==> src/hw/sscu_pkg.sv <==
/*
  Constants, types and register map of the socket send command unit.
  Assumes one 200 MHz clock, an AXI4-Lite master on the register side and a
  protocol engine on the same clock on the link side.
*/
package sscu_pkg;

  // ----------------------------------------
  // Register byte offsets
  // ----------------------------------------
  localparam logic [7:0] REG_MODE = 8'h00;
  localparam logic [7:0] REG_CMD = 8'h04;
  localparam logic [7:0] REG_TX_WR = 8'h08;
  localparam logic [7:0] REG_TX_RD = 8'h0C;
  localparam logic [7:0] REG_MSS = 8'h10;
  localparam logic [7:0] REG_FREE = 8'h14;
  localparam logic [7:0] REG_STATE = 8'h18;
  localparam logic [7:0] REG_EV_STATUS = 8'h1C;
  localparam logic [7:0] REG_EV_CLEAR = 8'h20;
  localparam logic [7:0] REG_EV_ENABLE = 8'h24;
  localparam logic [7:0] REG_PEER_LO = 8'h28;
  localparam logic [7:0] REG_PEER_HI = 8'h2C;

  // ----------------------------------------
  // Codes, reset values and responses
  // ----------------------------------------
  localparam logic [7:0] CMD_SEND = 8'h20;
  localparam logic [7:0] CMD_SEND_NO_RESOLVE = 8'h21;
  localparam logic [7:0] CMD_KEEPALIVE = 8'h22;
  localparam logic [2:0] MODE_CLOSED = 3'h0;
  localparam logic [2:0] MODE_TCP = 3'h1;
  localparam logic [2:0] MODE_UDP = 3'h2;
  localparam logic [2:0] MODE_RAW_IP = 3'h3;
  localparam logic [2:0] MODE_RAW_FRAME = 3'h4;
  localparam logic [7:0] CLOSED_STATE = 8'h00;
  localparam logic [7:0] OPEN_STATE = 8'h01;
  localparam logic [15:0] TX_BUF_BYTES = 16'h0800;
  localparam logic [15:0] MSS_RESET = 16'h05B4;
  localparam logic [1:0] RESP_OKAY = 2'h0;
  localparam logic [1:0] RESP_SLVERR = 2'h2;
  localparam int unsigned EV_W = 2;
  localparam int unsigned EV_DONE = 0;
  localparam int unsigned EV_TIMEOUT = 1;

  // ----------------------------------------
  // Types
  // ----------------------------------------
  typedef enum logic [2:0] {
    ST_IDLE = 3'b000,
    ST_ISSUE = 3'b001,
    ST_WAIT_SENT = 3'b010,
    ST_WAIT_ACK = 3'b011,
    ST_DONE = 3'b100,
    ST_CREDIT = 3'b101
  } sscu_fsm_type;

  typedef struct packed {
    logic [15:0] addr;
    logic [15:0] len;
    logic no_resolve;
    logic keepalive;
  } sscu_seg_type;

  typedef struct packed {
    logic sent;
    logic acked;
    logic timeout;
  } sscu_eng_evt_type;

endpackage

==> src/hw/sscu_seg_calc.sv <==
/*
  Length of the next segment to hand to the protocol engine.
  Assumes the mode and segment size come from registers on the same clock.
*/
`timescale 1ns/1ps
module sscu_seg_calc (
  // Socket setup
  input wire logic [2:0] mode,
  input wire logic [15:0] mss,
  // Bytes still to send
  input wire logic [15:0] remaining,
  // Next segment length
  output logic [15:0] seg_len
);

  logic segmented;

  // Only stream and datagram modes are cut; raw data goes out as it stands
  always_comb begin
    segmented = (mode == sscu_pkg::MODE_TCP) || (mode == sscu_pkg::MODE_UDP);
    if (segmented && (mss != 16'h0000) && (remaining > mss)) begin
      seg_len = mss;
    end else begin
      seg_len = remaining;
    end
  end

endmodule

==> src/hw/sscu_events.sv <==
/*
  Sticky event status, enable mask and level interrupt.
  Assumes set pulses and register writes come from logic on the same clock.
*/
`timescale 1ns/1ps
module sscu_events (
  // Clock and reset
  input wire logic aclk,
  input wire logic aresetn,
  // Event sources
  input wire logic [sscu_pkg::EV_W-1:0] ev_set,
  // Software access
  input wire logic clr_we,
  input wire logic en_we,
  input wire logic [sscu_pkg::EV_W-1:0] wr_data,
  // State
  output logic [sscu_pkg::EV_W-1:0] status,
  output logic [sscu_pkg::EV_W-1:0] enable,
  output logic irq
);

  logic [sscu_pkg::EV_W-1:0] status_d;
  logic [sscu_pkg::EV_W-1:0] enable_d;
  logic irq_d;

  // A set in the clearing cycle wins over the clear
  always_comb begin
    for (int i = 0; i < sscu_pkg::EV_W; i++) begin
      status_d[i] = ev_set[i] | (status[i] & ~(clr_we & wr_data[i]));
    end
    enable_d = en_we ? wr_data : enable;
    irq_d = |(status_d & enable_d);
  end

  // Registers
  always_ff @(posedge aclk) begin
    if (!aresetn) begin
      status <= '0;
      enable <= '0;
      irq <= 1'b0;
    end else begin
      status <= status_d;
      enable <= enable_d;
      irq <= irq_d;
    end
  end

endmodule

==> src/hw/sscu_top.sv <==
/*
  Socket send command unit: AXI4-Lite registers, command decode, segmenting
  sequencer toward the protocol engine, free space accounting and events.
  Assumes the protocol engine runs on aclk and answers with one-cycle pulses.
*/
// The register addresses and the AXI4-Lite slave port were chosen for this implementation.
`timescale 1ns/1ps
module sscu_top (
  // Clock and reset
  input wire logic aclk,
  input wire logic aresetn,
  // AXI4-Lite write address and data
  input wire logic [7:0] s_axi_awaddr,
  input wire logic s_axi_awvalid,
  output logic s_axi_awready,
  input wire logic [31:0] s_axi_wdata,
  input wire logic [3:0] s_axi_wstrb,
  input wire logic s_axi_wvalid,
  output logic s_axi_wready,
  // AXI4-Lite write response
  output logic [1:0] s_axi_bresp,
  output logic s_axi_bvalid,
  input wire logic s_axi_bready,
  // AXI4-Lite read
  input wire logic [7:0] s_axi_araddr,
  input wire logic s_axi_arvalid,
  output logic s_axi_arready,
  output logic [31:0] s_axi_rdata,
  output logic [1:0] s_axi_rresp,
  output logic s_axi_rvalid,
  input wire logic s_axi_rready,
  // Protocol engine
  output logic eng_req,
  output sscu_pkg::sscu_seg_type eng_seg,
  output logic [47:0] peer_hw_address,
  input wire logic eng_ready,
  input wire sscu_pkg::sscu_eng_evt_type eng_evt,
  // Interrupt
  output logic irq
);

  // ----------------------------------------
  // State
  // ----------------------------------------
  logic aw_have_q, aw_have_d, w_have_q, w_have_d;
  logic [7:0] aw_addr_q, aw_addr_d;
  logic [31:0] w_data_q, w_data_d;
  logic [3:0] w_strb_q, w_strb_d;
  logic awready_q, awready_d, wready_q, wready_d;
  logic bvalid_q, bvalid_d, arready_q, arready_d, rvalid_q, rvalid_d;
  logic [1:0] bresp_q, bresp_d, rresp_q, rresp_d;
  logic [31:0] rdata_q, rdata_d;
  logic [2:0] mode_q, mode_d;
  logic [7:0] socket_state_q, socket_state_d;
  logic [15:0] tx_wr_q, tx_wr_d, tx_rd_q, tx_rd_d, mss_q, mss_d;
  logic [15:0] tx_free_space_q, tx_free_space_d;
  logic [15:0] remaining_q, remaining_d, total_q, total_d;
  logic [47:0] peer_q, peer_d;
  logic keep_q, keep_d, no_res_q, no_res_d;
  logic eng_req_q, eng_req_d;
  sscu_pkg::sscu_seg_type seg_q, seg_d;
  sscu_pkg::sscu_fsm_type fsm_q, fsm_d;
  logic wr_fire, cmd_we, cmd_ok, clr_we, en_we;
  logic [7:0] cmd;
  logic [31:0] wval;
  logic [15:0] seg_len;
  logic [sscu_pkg::EV_W-1:0] ev_set, ev_status, ev_enable;

  // Byte-lane merge of a write into an old register value
  function automatic logic [31:0] merge(input logic [31:0] old, input logic [31:0] val, input logic [3:0] strb);
    logic [31:0] res;
    res = old;
    for (int i = 0; i < 4; i++) begin
      if (strb[i]) begin
        res[i*8 +: 8] = val[i*8 +: 8];
      end
    end
    return res;
  endfunction

  // ----------------------------------------
  // Submodules
  // ----------------------------------------
  sscu_seg_calc u_seg (
    .mode(mode_q),
    .mss(mss_q),
    .remaining(remaining_q),
    .seg_len(seg_len)
  );

  sscu_events u_events (
    .aclk(aclk),
    .aresetn(aresetn),
    .ev_set(ev_set),
    .clr_we(clr_we),
    .en_we(en_we),
    .wr_data(wval[sscu_pkg::EV_W-1:0]),
    .status(ev_status),
    .enable(ev_enable),
    .irq(irq)
  );

  // ----------------------------------------
  // Next state
  // ----------------------------------------
  always_comb begin
    aw_have_d = aw_have_q;
    aw_addr_d = aw_addr_q;
    w_have_d = w_have_q;
    w_data_d = w_data_q;
    w_strb_d = w_strb_q;
    bvalid_d = bvalid_q;
    bresp_d = bresp_q;
    rvalid_d = rvalid_q;
    rresp_d = rresp_q;
    rdata_d = rdata_q;
    mode_d = mode_q;
    socket_state_d = socket_state_q;
    tx_wr_d = tx_wr_q;
    tx_rd_d = tx_rd_q;
    mss_d = mss_q;
    tx_free_space_d = tx_free_space_q;
    remaining_d = remaining_q;
    total_d = total_q;
    peer_d = peer_q;
    keep_d = keep_q;
    no_res_d = no_res_q;
    eng_req_d = eng_req_q;
    seg_d = seg_q;
    fsm_d = fsm_q;
    ev_set = '0;
    clr_we = 1'b0;
    en_we = 1'b0;
    cmd_we = 1'b0;
    cmd_ok = 1'b0;
    cmd = w_data_q[7:0];
    wval = w_data_q & {{8{w_strb_q[3]}}, {8{w_strb_q[2]}}, {8{w_strb_q[1]}}, {8{w_strb_q[0]}}};

    // Capture address and data separately, in either order
    if (s_axi_awvalid && awready_q) begin
      aw_have_d = 1'b1;
      aw_addr_d = s_axi_awaddr;
    end
    if (s_axi_wvalid && wready_q) begin
      w_have_d = 1'b1;
      w_data_d = s_axi_wdata;
      w_strb_d = s_axi_wstrb;
    end

    // Perform a write once both halves are held
    wr_fire = aw_have_q && w_have_q && !bvalid_q;
    if (wr_fire) begin
      aw_have_d = 1'b0;
      w_have_d = 1'b0;
      bvalid_d = 1'b1;
      bresp_d = sscu_pkg::RESP_OKAY;
      unique case ({aw_addr_q[7:2], 2'b00})
        sscu_pkg::REG_MODE: begin
          if (w_strb_q[0]) begin
            mode_d = (w_data_q[2:0] > sscu_pkg::MODE_RAW_FRAME) ? sscu_pkg::MODE_CLOSED : w_data_q[2:0];
            socket_state_d = (mode_d == sscu_pkg::MODE_CLOSED) ? sscu_pkg::CLOSED_STATE : sscu_pkg::OPEN_STATE;
          end
        end
        sscu_pkg::REG_CMD: cmd_we = w_strb_q[0];
        sscu_pkg::REG_TX_WR: tx_wr_d = 16'(merge({16'h0000, tx_wr_q}, w_data_q, w_strb_q));
        sscu_pkg::REG_MSS: mss_d = 16'(merge({16'h0000, mss_q}, w_data_q, w_strb_q));
        sscu_pkg::REG_EV_CLEAR: clr_we = 1'b1;
        sscu_pkg::REG_EV_ENABLE: en_we = 1'b1;
        sscu_pkg::REG_PEER_LO: peer_d[31:0] = merge(peer_q[31:0], w_data_q, w_strb_q);
        sscu_pkg::REG_PEER_HI: peer_d[47:32] = 16'(merge({16'h0000, peer_q[47:32]}, w_data_q, w_strb_q));
        sscu_pkg::REG_TX_RD, sscu_pkg::REG_FREE, sscu_pkg::REG_STATE, sscu_pkg::REG_EV_STATUS: ;
        default: bresp_d = sscu_pkg::RESP_SLVERR;
      endcase
    end
    if (bvalid_q && s_axi_bready) begin
      bvalid_d = 1'b0;
    end
    awready_d = !aw_have_d && !bvalid_d;
    wready_d = !w_have_d && !bvalid_d;

    // Read answer one cycle after the address is taken
    if (s_axi_arvalid && arready_q) begin
      rvalid_d = 1'b1;
      rresp_d = sscu_pkg::RESP_OKAY;
      rdata_d = 32'h0000_0000;
      unique case ({s_axi_araddr[7:2], 2'b00})
        sscu_pkg::REG_MODE: rdata_d[2:0] = mode_q;
        sscu_pkg::REG_TX_WR: rdata_d[15:0] = tx_wr_q;
        sscu_pkg::REG_TX_RD: rdata_d[15:0] = tx_rd_q;
        sscu_pkg::REG_MSS: rdata_d[15:0] = mss_q;
        sscu_pkg::REG_FREE: rdata_d[15:0] = tx_free_space_q;
        sscu_pkg::REG_STATE: rdata_d[7:0] = socket_state_q;
        sscu_pkg::REG_EV_STATUS: rdata_d[sscu_pkg::EV_W-1:0] = ev_status;
        sscu_pkg::REG_EV_ENABLE: rdata_d[sscu_pkg::EV_W-1:0] = ev_enable;
        sscu_pkg::REG_PEER_LO: rdata_d = peer_q[31:0];
        sscu_pkg::REG_PEER_HI: rdata_d[15:0] = peer_q[47:32];
        sscu_pkg::REG_CMD, sscu_pkg::REG_EV_CLEAR: ;
        default: rresp_d = sscu_pkg::RESP_SLVERR;
      endcase
    end
    if (rvalid_q && s_axi_rready) begin
      rvalid_d = 1'b0;
    end
    arready_d = !rvalid_d;

    // Check a command against the socket mode; others are dropped
    if (cmd_we && fsm_q == sscu_pkg::ST_IDLE && socket_state_q == sscu_pkg::OPEN_STATE) begin
      unique case (cmd)
        sscu_pkg::CMD_SEND: cmd_ok = 1'b1;
        sscu_pkg::CMD_SEND_NO_RESOLVE: cmd_ok = (mode_q == sscu_pkg::MODE_UDP) ||
                                                 (mode_q == sscu_pkg::MODE_RAW_IP);
        sscu_pkg::CMD_KEEPALIVE: cmd_ok = (mode_q == sscu_pkg::MODE_TCP);
        default: cmd_ok = 1'b0;
      endcase
    end

    // Send sequencer
    unique case (fsm_q)
      sscu_pkg::ST_IDLE: begin
        if (cmd_ok) begin
          keep_d = (cmd == sscu_pkg::CMD_KEEPALIVE);
          no_res_d = (cmd == sscu_pkg::CMD_SEND_NO_RESOLVE);
          remaining_d = keep_d ? 16'h0000 : 16'(tx_wr_q - tx_rd_q);
          total_d = remaining_d;
          tx_free_space_d = 16'(tx_free_space_q - remaining_d);
          fsm_d = (remaining_d == 16'h0000 && !keep_d) ? sscu_pkg::ST_DONE : sscu_pkg::ST_ISSUE;
        end
      end
      sscu_pkg::ST_ISSUE: begin
        eng_req_d = 1'b1;
        seg_d.addr = tx_rd_q;
        seg_d.len = seg_len;
        seg_d.no_resolve = no_res_q;
        seg_d.keepalive = keep_q;
        if (eng_req_q && eng_ready) begin
          eng_req_d = 1'b0;
          fsm_d = sscu_pkg::ST_WAIT_SENT;
        end
      end
      sscu_pkg::ST_WAIT_SENT: begin
        if (eng_evt.sent) begin
          tx_rd_d = 16'(tx_rd_q + seg_q.len);
          remaining_d = 16'(remaining_q - seg_q.len);
          if (remaining_d != 16'h0000) begin
            fsm_d = sscu_pkg::ST_ISSUE;
          end else if (keep_q) begin
            fsm_d = sscu_pkg::ST_IDLE;
          end else if (mode_q == sscu_pkg::MODE_TCP) begin
            fsm_d = sscu_pkg::ST_WAIT_ACK;
          end else begin
            fsm_d = sscu_pkg::ST_DONE;
          end
        end
      end
      sscu_pkg::ST_WAIT_ACK: begin
        if (eng_evt.acked) begin
          tx_free_space_d = 16'(tx_free_space_q + total_q);
          ev_set[sscu_pkg::EV_DONE] = 1'b1;
          fsm_d = sscu_pkg::ST_IDLE;
        end else if (eng_evt.timeout) begin
          ev_set[sscu_pkg::EV_TIMEOUT] = 1'b1;
          socket_state_d = sscu_pkg::CLOSED_STATE;
          fsm_d = sscu_pkg::ST_IDLE;
        end
      end
      sscu_pkg::ST_DONE: begin
        ev_set[sscu_pkg::EV_DONE] = 1'b1;
        fsm_d = sscu_pkg::ST_CREDIT;
      end
      sscu_pkg::ST_CREDIT: begin
        tx_free_space_d = 16'(tx_free_space_q + total_q);
        fsm_d = sscu_pkg::ST_IDLE;
      end
      default: fsm_d = sscu_pkg::ST_IDLE;
    endcase
  end

  // ----------------------------------------
  // Registers
  // ----------------------------------------
  always_ff @(posedge aclk) begin
    if (!aresetn) begin
      aw_have_q <= 1'b0;
      aw_addr_q <= 8'h00;
      w_have_q <= 1'b0;
      w_data_q <= 32'h0000_0000;
      w_strb_q <= 4'h0;
      awready_q <= 1'b0;
      wready_q <= 1'b0;
      bvalid_q <= 1'b0;
      bresp_q <= sscu_pkg::RESP_OKAY;
      arready_q <= 1'b0;
      rvalid_q <= 1'b0;
      rresp_q <= sscu_pkg::RESP_OKAY;
      rdata_q <= 32'h0000_0000;
      mode_q <= sscu_pkg::MODE_CLOSED;
      socket_state_q <= sscu_pkg::CLOSED_STATE;
      tx_wr_q <= 16'h0000;
      tx_rd_q <= 16'h0000;
      mss_q <= sscu_pkg::MSS_RESET;
      tx_free_space_q <= sscu_pkg::TX_BUF_BYTES;
      remaining_q <= 16'h0000;
      total_q <= 16'h0000;
      peer_q <= 48'h0000_0000_0000;
      keep_q <= 1'b0;
      no_res_q <= 1'b0;
      eng_req_q <= 1'b0;
      seg_q <= '0;
      fsm_q <= sscu_pkg::ST_IDLE;
    end else begin
      aw_have_q <= aw_have_d;
      aw_addr_q <= aw_addr_d;
      w_have_q <= w_have_d;
      w_data_q <= w_data_d;
      w_strb_q <= w_strb_d;
      awready_q <= awready_d;
      wready_q <= wready_d;
      bvalid_q <= bvalid_d;
      bresp_q <= bresp_d;
      arready_q <= arready_d;
      rvalid_q <= rvalid_d;
      rresp_q <= rresp_d;
      rdata_q <= rdata_d;
      mode_q <= mode_d;
      socket_state_q <= socket_state_d;
      tx_wr_q <= tx_wr_d;
      tx_rd_q <= tx_rd_d;
      mss_q <= mss_d;
      tx_free_space_q <= tx_free_space_d;
      remaining_q <= remaining_d;
      total_q <= total_d;
      peer_q <= peer_d;
      keep_q <= keep_d;
      no_res_q <= no_res_d;
      eng_req_q <= eng_req_d;
      seg_q <= seg_d;
      fsm_q <= fsm_d;
    end
  end

  // Outputs straight from flops
  assign s_axi_awready = awready_q;
  assign s_axi_wready = wready_q;
  assign s_axi_bvalid = bvalid_q;
  assign s_axi_bresp = bresp_q;
  assign s_axi_arready = arready_q;
  assign s_axi_rvalid = rvalid_q;
  assign s_axi_rresp = rresp_q;
  assign s_axi_rdata = rdata_q;
  assign eng_req = eng_req_q;
  assign eng_seg = seg_q;
  assign peer_hw_address = peer_q;
endmodule

==> config.mk <==
export PLATFORM = sky130hd
export DESIGN_NAME = sscu_top
export DESIGN_NICKNAME = d
export VERILOG_FILES = /design/src/hw/sscu_pkg.sv /design/src/hw/sscu_seg_calc.sv /design/src/hw/sscu_events.sv /design/src/hw/sscu_top.sv
export SDC_FILE = /design/constraint.sdc
export NUM_CORES = 1
export LEC_CHECK = 0
export BUFFER_PORTS_ARGS = -buffer_cell sky130_fd_sc_hd__buf_2
export CAP_MARGIN = 20
export CORE_ASPECT_RATIO = 1.75
export CORE_UTILIZATION = 45
export CTS_CLUSTER_DIAMETER = 120
export DETAILED_ROUTE_END_ITERATION = 8
export GPL_ROUTABILITY_DRIVEN = 0
export GPL_TIMING_DRIVEN = 0
export HOLD_SLACK_MARGIN = 0.12
export SYNTH_ARGS = -nofsm -noshare
export SYNTH_HDL_FRONTEND = slang
export SYNTH_HIERARCHICAL = 1
export SYNTH_SLANG_ARGS = --single-unit
==> constraint.sdc <==
create_clock -name aclk -period 7.6 [get_ports aclk]
set_clock_uncertainty 0.1 [all_clocks]
set_input_delay 0.76 -clock aclk [delete_from_list [all_inputs] [get_ports aclk]]
set_output_delay 0.76 -clock aclk [all_outputs]
set_load 0.05 [all_outputs]
Word-level counts from Yosys, hierarchy flattened

Cells that the tools add are included.

Flip-flop bits (word level): 287
Latch bits: 0
RAM bits: 0
Bits in read-only memories: 0
Input bits: 63
Output and inout bits: 125
Memories kept: 0

$add $sub $neg: 5
Multiply operators: 0
Divide/modulo/power cells: 0
Order comparisons: 2
Equality and inequality tests: 39
Shift-type cells: 0
Mux-type cells: 56
Bitwise operators: 10
Reductions and logical operators: 51

Operator list:

| cell                                                | count |
|---|---|
| two-way mux 16 bit                                  | 7 |
| equality test 6 x 3 -> 1 bit, second input constant | 8 |
| equality test 6 x 4 -> 1 bit, second input constant | 8 |
| two-way mux 8 bit                                   | 6 |
| case mux 16 bit (3 select lines)                    | 1 |
| case mux 8 bit (6 select lines)                     | 1 |
| subtractor 16 bit                                   | 3 |
| AND reduction 3 bit                                 | 13 |
| case mux 5 bit (7 select lines)                     | 1 |
| adder 16 bit                                        | 2 |
| case mux 16 bit (2 select lines)                    | 1 |
| nonzero test 16 bit                                 | 2 |
| two-way mux 3 bit                                   | 10 |
| equality test 6 x 2 -> 1 bit, second input constant | 4 |
| equality test 8 x 6 -> 1 bit, second input constant | 3 |
| OR reduction 12 bit                                 | 2 |
| two-way mux 1 bit                                   | 21 |
| case mux 2 bit (10 select lines)                    | 1 |
| greater-than comparator 16 bit                      | 1 |
| zero test 16 bit                                    | 1 |
| logical AND 1 bit                                   | 15 |
| case mux 3 bit (5 select lines)                     | 1 |
| equality test 3 x 2 -> 1 bit, second input constant | 4 |
| equality test 6 x 1 -> 1 bit, second input constant | 2 |
| 23 further kinds                                    | 45 |

Depth between registers and ports, before layout

Depth in word-level cells: 10
Gate-level depth with buffers: 26
Depth with buffers taken out: 24

Modules after synthesis

Netlist, hierarchy kept.

Modules (own cells, without submodules):

| module        | times used | cells an instance | area an instance (µm²) | sequential area each (µm²) |
|---|---|---|---|---|
| sscu_top      | 1          | 1,792             | 14,308.7               | 5,565.3 |
| sscu_seg_calc | 1          | 163               | 1,088.5                | 0.0 |
| sscu_events   | 1          | 18                | 170.2                  | 100.1 |

Least setup slack after synthesis

OpenSTA, ideal clock, no wires.

Kind: reg2reg
Start: register tx_rd_q[1]
End: register tx_free_space_q[15]
Arrival time: 4,797 ps
Required time: 7,418 ps
Path slack: 2,621 ps
Stages on the path, launching flop included: 20
Path through: dfxtp_1 > inv_1 > ha_1 > nor2b_1 > o31a_2 > o221a_2 > o41ai_1 > mux2i_1 > or3b_1 > nand2b_1 > xnor2_1 > a21oi_1 > ha_1 > or3_1 > o211ai_1 > nor2_1 > a211oi_1 > nand4_1 > mux2_1 > o2111ai_1

Longest elaborated chain between the ends: 5

Ends and longest elaborated chain:

| element                          | RTL line        | text |
|---|---|---|
| start: declaration               | sscu_top.sv:55  | `logic [15:0] tx_wr_q, tx_wr_d, tx_rd_q, tx_rd_d, mss_q, mss_d;` |
| start signal: assignment         | sscu_top.sv:327 | `tx_rd_q <= tx_rd_d;` |
| subtractor 16 bit                | sscu_top.sv:223 | `remaining_d = keep_d ? 16'h0000 : 16'(tx_wr_q - tx_rd_q);` |
| two-way mux 16 bit               | sscu_top.sv:223 |  |
| subtractor 16 bit                | sscu_top.sv:225 | `tx_free_space_d = 16'(tx_free_space_q - remaining_d);` |
| two-way mux 16 bit               | sscu_top.sv:220 | `if (cmd_ok) begin` |
| case mux 16 bit (3 select lines) | sscu_top.sv:218 | `unique case (fsm_q)` |
| end signal: assignment           | sscu_top.sv:301 | `tx_free_space_q <= sscu_pkg::TX_BUF_BYTES;` |
| end signal: assignment           | sscu_top.sv:329 | `tx_free_space_q <= tx_free_space_d;` |
| end: declaration                 | sscu_top.sv:56  | `logic [15:0] tx_free_space_q, tx_free_space_d;` |

No other way between the ends. The select of a mux whose other input is x is not followed.
A chain may end at the register's enable or synchronous reset.

Worst setup path after layout

Start: register w_data_q[6]
End: register tx_free_space_q[15]

Longest elaborated chain between the ends: 5
Elaborated cells on any way between the ends: 11
Those cells by class: 1 x add/sub; 4 x eq/ne; 5 x mux; 1 x reduce/logical

Ends and longest elaborated chain:

| element                                                                 | RTL line                         | text |
|---|---|---|
| start: declaration                                                      | sscu_top.sv:47                   | `logic [31:0] w_data_q, w_data_d;` |
| start signal: assignment                                                | sscu_top.sv:314                  | `w_data_q <= w_data_d;` |
| equality test 8 x 6 -> 1 bit, on equally long branches                  | sscu_top.sv:208, sscu_top.sv:221 |  |
| two-way mux 16 bit or case mux 1 bit (3 select lines) (tied branches)   | sscu_top.sv:223, sscu_top.sv:208 |  |
| subtractor 16 bit or two-way mux 1 bit (tied branches)                  | sscu_top.sv:225, sscu_top.sv:207 |  |
| two-way mux 16 bit or != test 2 bit (tied branches)                     | -                                |  |
| case mux 16 bit (3 select lines) or AND reduction 3 bit (tied branches) | -                                |  |

Several ways; a longest one is shown, not always the timed one. The select of a mux whose other input is x is not followed.

==> results.py <==
metrics = {
    "worst_setup_path": {
        "critPathBufInv": 4,
        "crit_type": "reg2reg",
        "endpoint_kind": "flop",
        "crit_top_cell": "nand2_1",
        "critical_path.max_stage_delay_ps": 560,
        "cp_top_family": "compound AO/OA/AOI/OAI gates",
        "reg2reg_slack_ps": 970,
        "start_kind": "flop",
        "path_max_fanout": 10,
        "arrival_ps": 7000,
        "crit_required_ps": 7970,
        "slowest_stage": "a211oi_1",
    },
    "timing": {
        "max_freq_mhz": 150.9,
        "hold-worst-slack_ps": 338.0,
        "fin_crit_ps": 6627,
        "setup_tns_ps": 0,
        "setup-violations-final": 0,
        "rsz0062_at_grt": "false",
        "worst_slew_pin_slew_ps": 1190,
        "hold_viol": 0,
        "maxSlewViolCount": 0,
        "post-route-period-util_pct": 87.20,
        "relSlewSlack_pct": 20.06,
    },
    "clock_tree": {
        "clock_latency_ps": 560,
        "postCtsSetupBuffers": 0,
        "cts_root_buf": "clkbuf_16",
        "cts_resized": 0,
        "path_clk_slew_ps": 70,
        "cts_sinks": 283,
        "cts_tree": "yes",
        "cts_max_path_buffers": 3,
        "numCtsBuffers": 27,
        "cts_hold_buffers": 0,
        "htreeDepth": 1,
    },
    "final_layout": {
        "multi_input_area_mm2": 0.009178,
        "fin_nets": 2327,
        "finish.utilization_pct": 53.11,
        "seqCellArea_mm2": 0.005665,
        "drive_gt1_share_pct": 12.49,
        "n_fill_cell": 3472,
        "instances_no_fill": 2658,
        "area_growth_pct": 15.50,
    },
    "global_routing": {
        "grt_pass1_wl_um": 87510,
        "antenna_found_initial": 0,
        "grt_max_degree": 16,
        "grt_pass1_vias": 15020,
        "gr-total-overflow": 0,
        "grt_use_total_pct": 33.30,
    },
    "route": {
        "drc_errors": 0,
        "vias_per_cell": 5.782,
        "drtIter0Drc": 987,
        "antenna_left": 0,
        "totalWireLength_um": 59250,
        "first_pass_iters": 8,
        "via_count": 15370,
        "routedWlPerCell_um": 22.29,
    },
    "yosys": {
        "async_flop_share_pct": 0,
        "syn_area_mm2": 0.01557,
        "synth_edf_count": 0,
        "yosys.cell_types.count": 73,
        "synth_seq_area_share_pct": 36.39,
        "ys_warn_count": 6,
        "avgSynthCellArea_um2": 7.890,
        "ys.flop_type": "dfxtp_1",
        "ys_ff_latch": 283,
        "synthCells": 1973,
    },
    "floorplanning": {
        "coreArea_mm2": 0.03385,
        "die_area_mm2": 0.03537,
        "die_y_um": 248.1,
        "start_util_pct": 45.99,
        "rows": 89,
        "die_w_um": 142.6,
        "io_pins": 188,
    },
    "placed_design": {
        "port_buffers": 177,
        "place_inst": 2607,
        "hpwl_um": 47090,
    },
    "power": {
        "internal_power_mw": 2.368,
        "p_seq_share_pct": 48.7,
        "p_per_area_mw_per_mm2": 173.3,
        "power.share.clock_pct": 46.1,
        "comb_power_share_pct": 5.3,
        "switching_share_pct": 24.02,
        "power_switching_mw": 0.7487,
        "ir_drop_uv": 158.2,
        "p_leak_nw": 7.593,
    },
    "hold_path": {
        "hold_path.class": "in2reg",
    },
    "outcome": {
        "status": "complete, no violations",
    },
    "flow_run": {
        "max_cap_viol_count": 0,
    },
}
==> logic make-up (layout without fill, tap and decap cells) <==
group / after synthesis / in the layout / synth area share, %
xor+xnor: 52 / 52 / 2.926
mux: 115 / 115 / 7.684
flops: 283 / 283 / 36.39
buf+inv: 184 / 412 / 4.678
compound gates: 453 / 453 / 18.28
other cells: 1 / 3 / 0.02409
simple gates: 802 / 802 / 23.16
fa+ha+maj: 83 / 83 / 6.864
==> metrics by stage <==
step	setup WS [ps]	power, mW	cell area (um^2)
4_1_cts	1036	3.138	17980
6_report	972.6	3.117	17980
3_5_place_dp	1058	1.713	17040
5_1_grt	447.5	3.206	17980
3_3_place_gp	1243	1.711	17030
2_1_floorplan	2621	1.641	15570
==> state kept, by name, summed over array words and instances, names as in the netlist, 2 cells and up <==
signal           cells
tx_rd_q             16
fsm_q                3
w_data_q            32
total_q             16
tx_wr_q             16
eng_seg             34
w_strb_q             4
socket_state_q       8
tx_free_space_q     16
peer_hw_address     48
s_axi_rdata         32
remaining_q         16
mss_q               16
u_events/enable      2
aw_addr_q            6
u_events/status      2
mode_q               3
==> cell usage after synthesis, types with 4 or more instances <==
cell type	number	share of area (%)
nand2b_1	17	0.68
nand2_1	338	8.1
o21bai_1	5	0.24
o211ai_2	10	0.80
and3_1	8	0.32
nor4_1	10	0.40
inv_1	70	1.7
a21boi_0	6	0.29
o21a_1	12	0.58
a21oi_1	200	6.4
nor2b_1	29	1.2
a22oi_1	25	1.2
o21ai_0	76	2.4
a211oi_1	10	0.48
dfxtp_1	283	36
mux2_2	10	0.72
nand4_1	27	1.1
o31a_1	8	0.45
o211ai_1	20	0.96
or3_1	11	0.44
o31ai_1	7	0.34
or4_1	6	0.29
a311oi_1	6	0.34
xnor2_1	26	1.5
buf_1	8	0.19
fa_1	4	0.51
nor3b_1	8	0.39
xor2_1	26	1.5
a31oi_1	20	0.80
buf_2	5	0.16
a21o_1	11	0.53
mux2i_1	99	6.4
clkbuf_1	97	2.3
or2_2	9	0.36
nor2_1	210	5.1
nand3b_1	4	0.19
nor3_1	31	1.0
nand3_1	60	1.9
ha_1	79	6.3
a222oi_1	13	0.84
and2_1	20	0.80
==> final cells by class <==
| class | instances | area share, % |
|---|---|---|
| clock buffers | 37 | 4.356 |
| inverters | 70 | 1.461 |
| multi-input cells | 1507 | 51.04 |
| flip-flops and latches | 283 | 31.51 |
| repair buffers | 178 | 4.990 |
| clock inverters | 13 | 0.8699 |
| diodes | 1 | 0.01392 |
| plain buffers | 114 | 2.589 |
| well taps | 455 | 3.166 |
==> worst paths after layout <==
check / start / to / cells past startpoint
worst min-delay path: s_axi_wdata[10] / w_data_q[10] / 3
worst max register to register: w_data_q[6] / tx_free_space_q[15] / 25
worst min register to register: s_axi_rdata[23] / s_axi_rdata[23] / 2
worst max-delay path: w_data_q[6] / tx_free_space_q[15] / 25
==> power groups by stage <==
stage	Clock (mW)	Combinational, mW	Sequential [mW]
6_report	1.44	0.165	1.52
5_1_grt	1.51	0.175	1.52
4_1_cts	1.46	0.164	1.52
3_5_place_dp	0	0.163	1.55
3_3_place_gp	0	0.163	1.55
2_1_floorplan	0	0.0792	1.56
==> worst reg2reg max path: stages (launching register included) <==
cell	delay, ps
dfxtp_1	430
nor4b_1	520
and2_1	210
buf_2	150
buf_2	250
buf_1	430
nor2_1	240
inv_1	130
ha_1	270
a21boi_0	500
nand2_1	170
a21oi_1	390
nand2_1	120
xor2_1	170
nand2_1	90
nand2_1	100
ha_1	310
a21oi_1	150
nor3b_1	200
o211ai_1	130
o211ai_1	230
nor2_1	90
a211oi_1	560
nand4_1	180
mux2_1	330
o2111ai_1	100
==> placed cells by master (no fill, tap or decap), drive strengths merged, types with 60 or more instances in the layout <==
cell type / Yosys / final
a21oi: 201 / 201
buf: 17 / 195
clkbuf: 97 / 134
dfxtp: 283 / 283
ha: 79 / 79
inv: 70 / 71
mux2i: 100 / 100
nand2: 338 / 338
nand3: 60 / 60
nor2: 210 / 210
o21ai: 76 / 76
==> layer usage <==
layer	track usage, %	part of all wire (%)	routed length, um	vias up
met4	27.51	8.8	5227	0
met5	0	0	0	-
li1	-	-	-	7327
met3	4.556	5.5	3282	210
met1	32.64	35	20530	7261
met2	61.65	51	30210	570
Power figures use the tool's default switching activity.
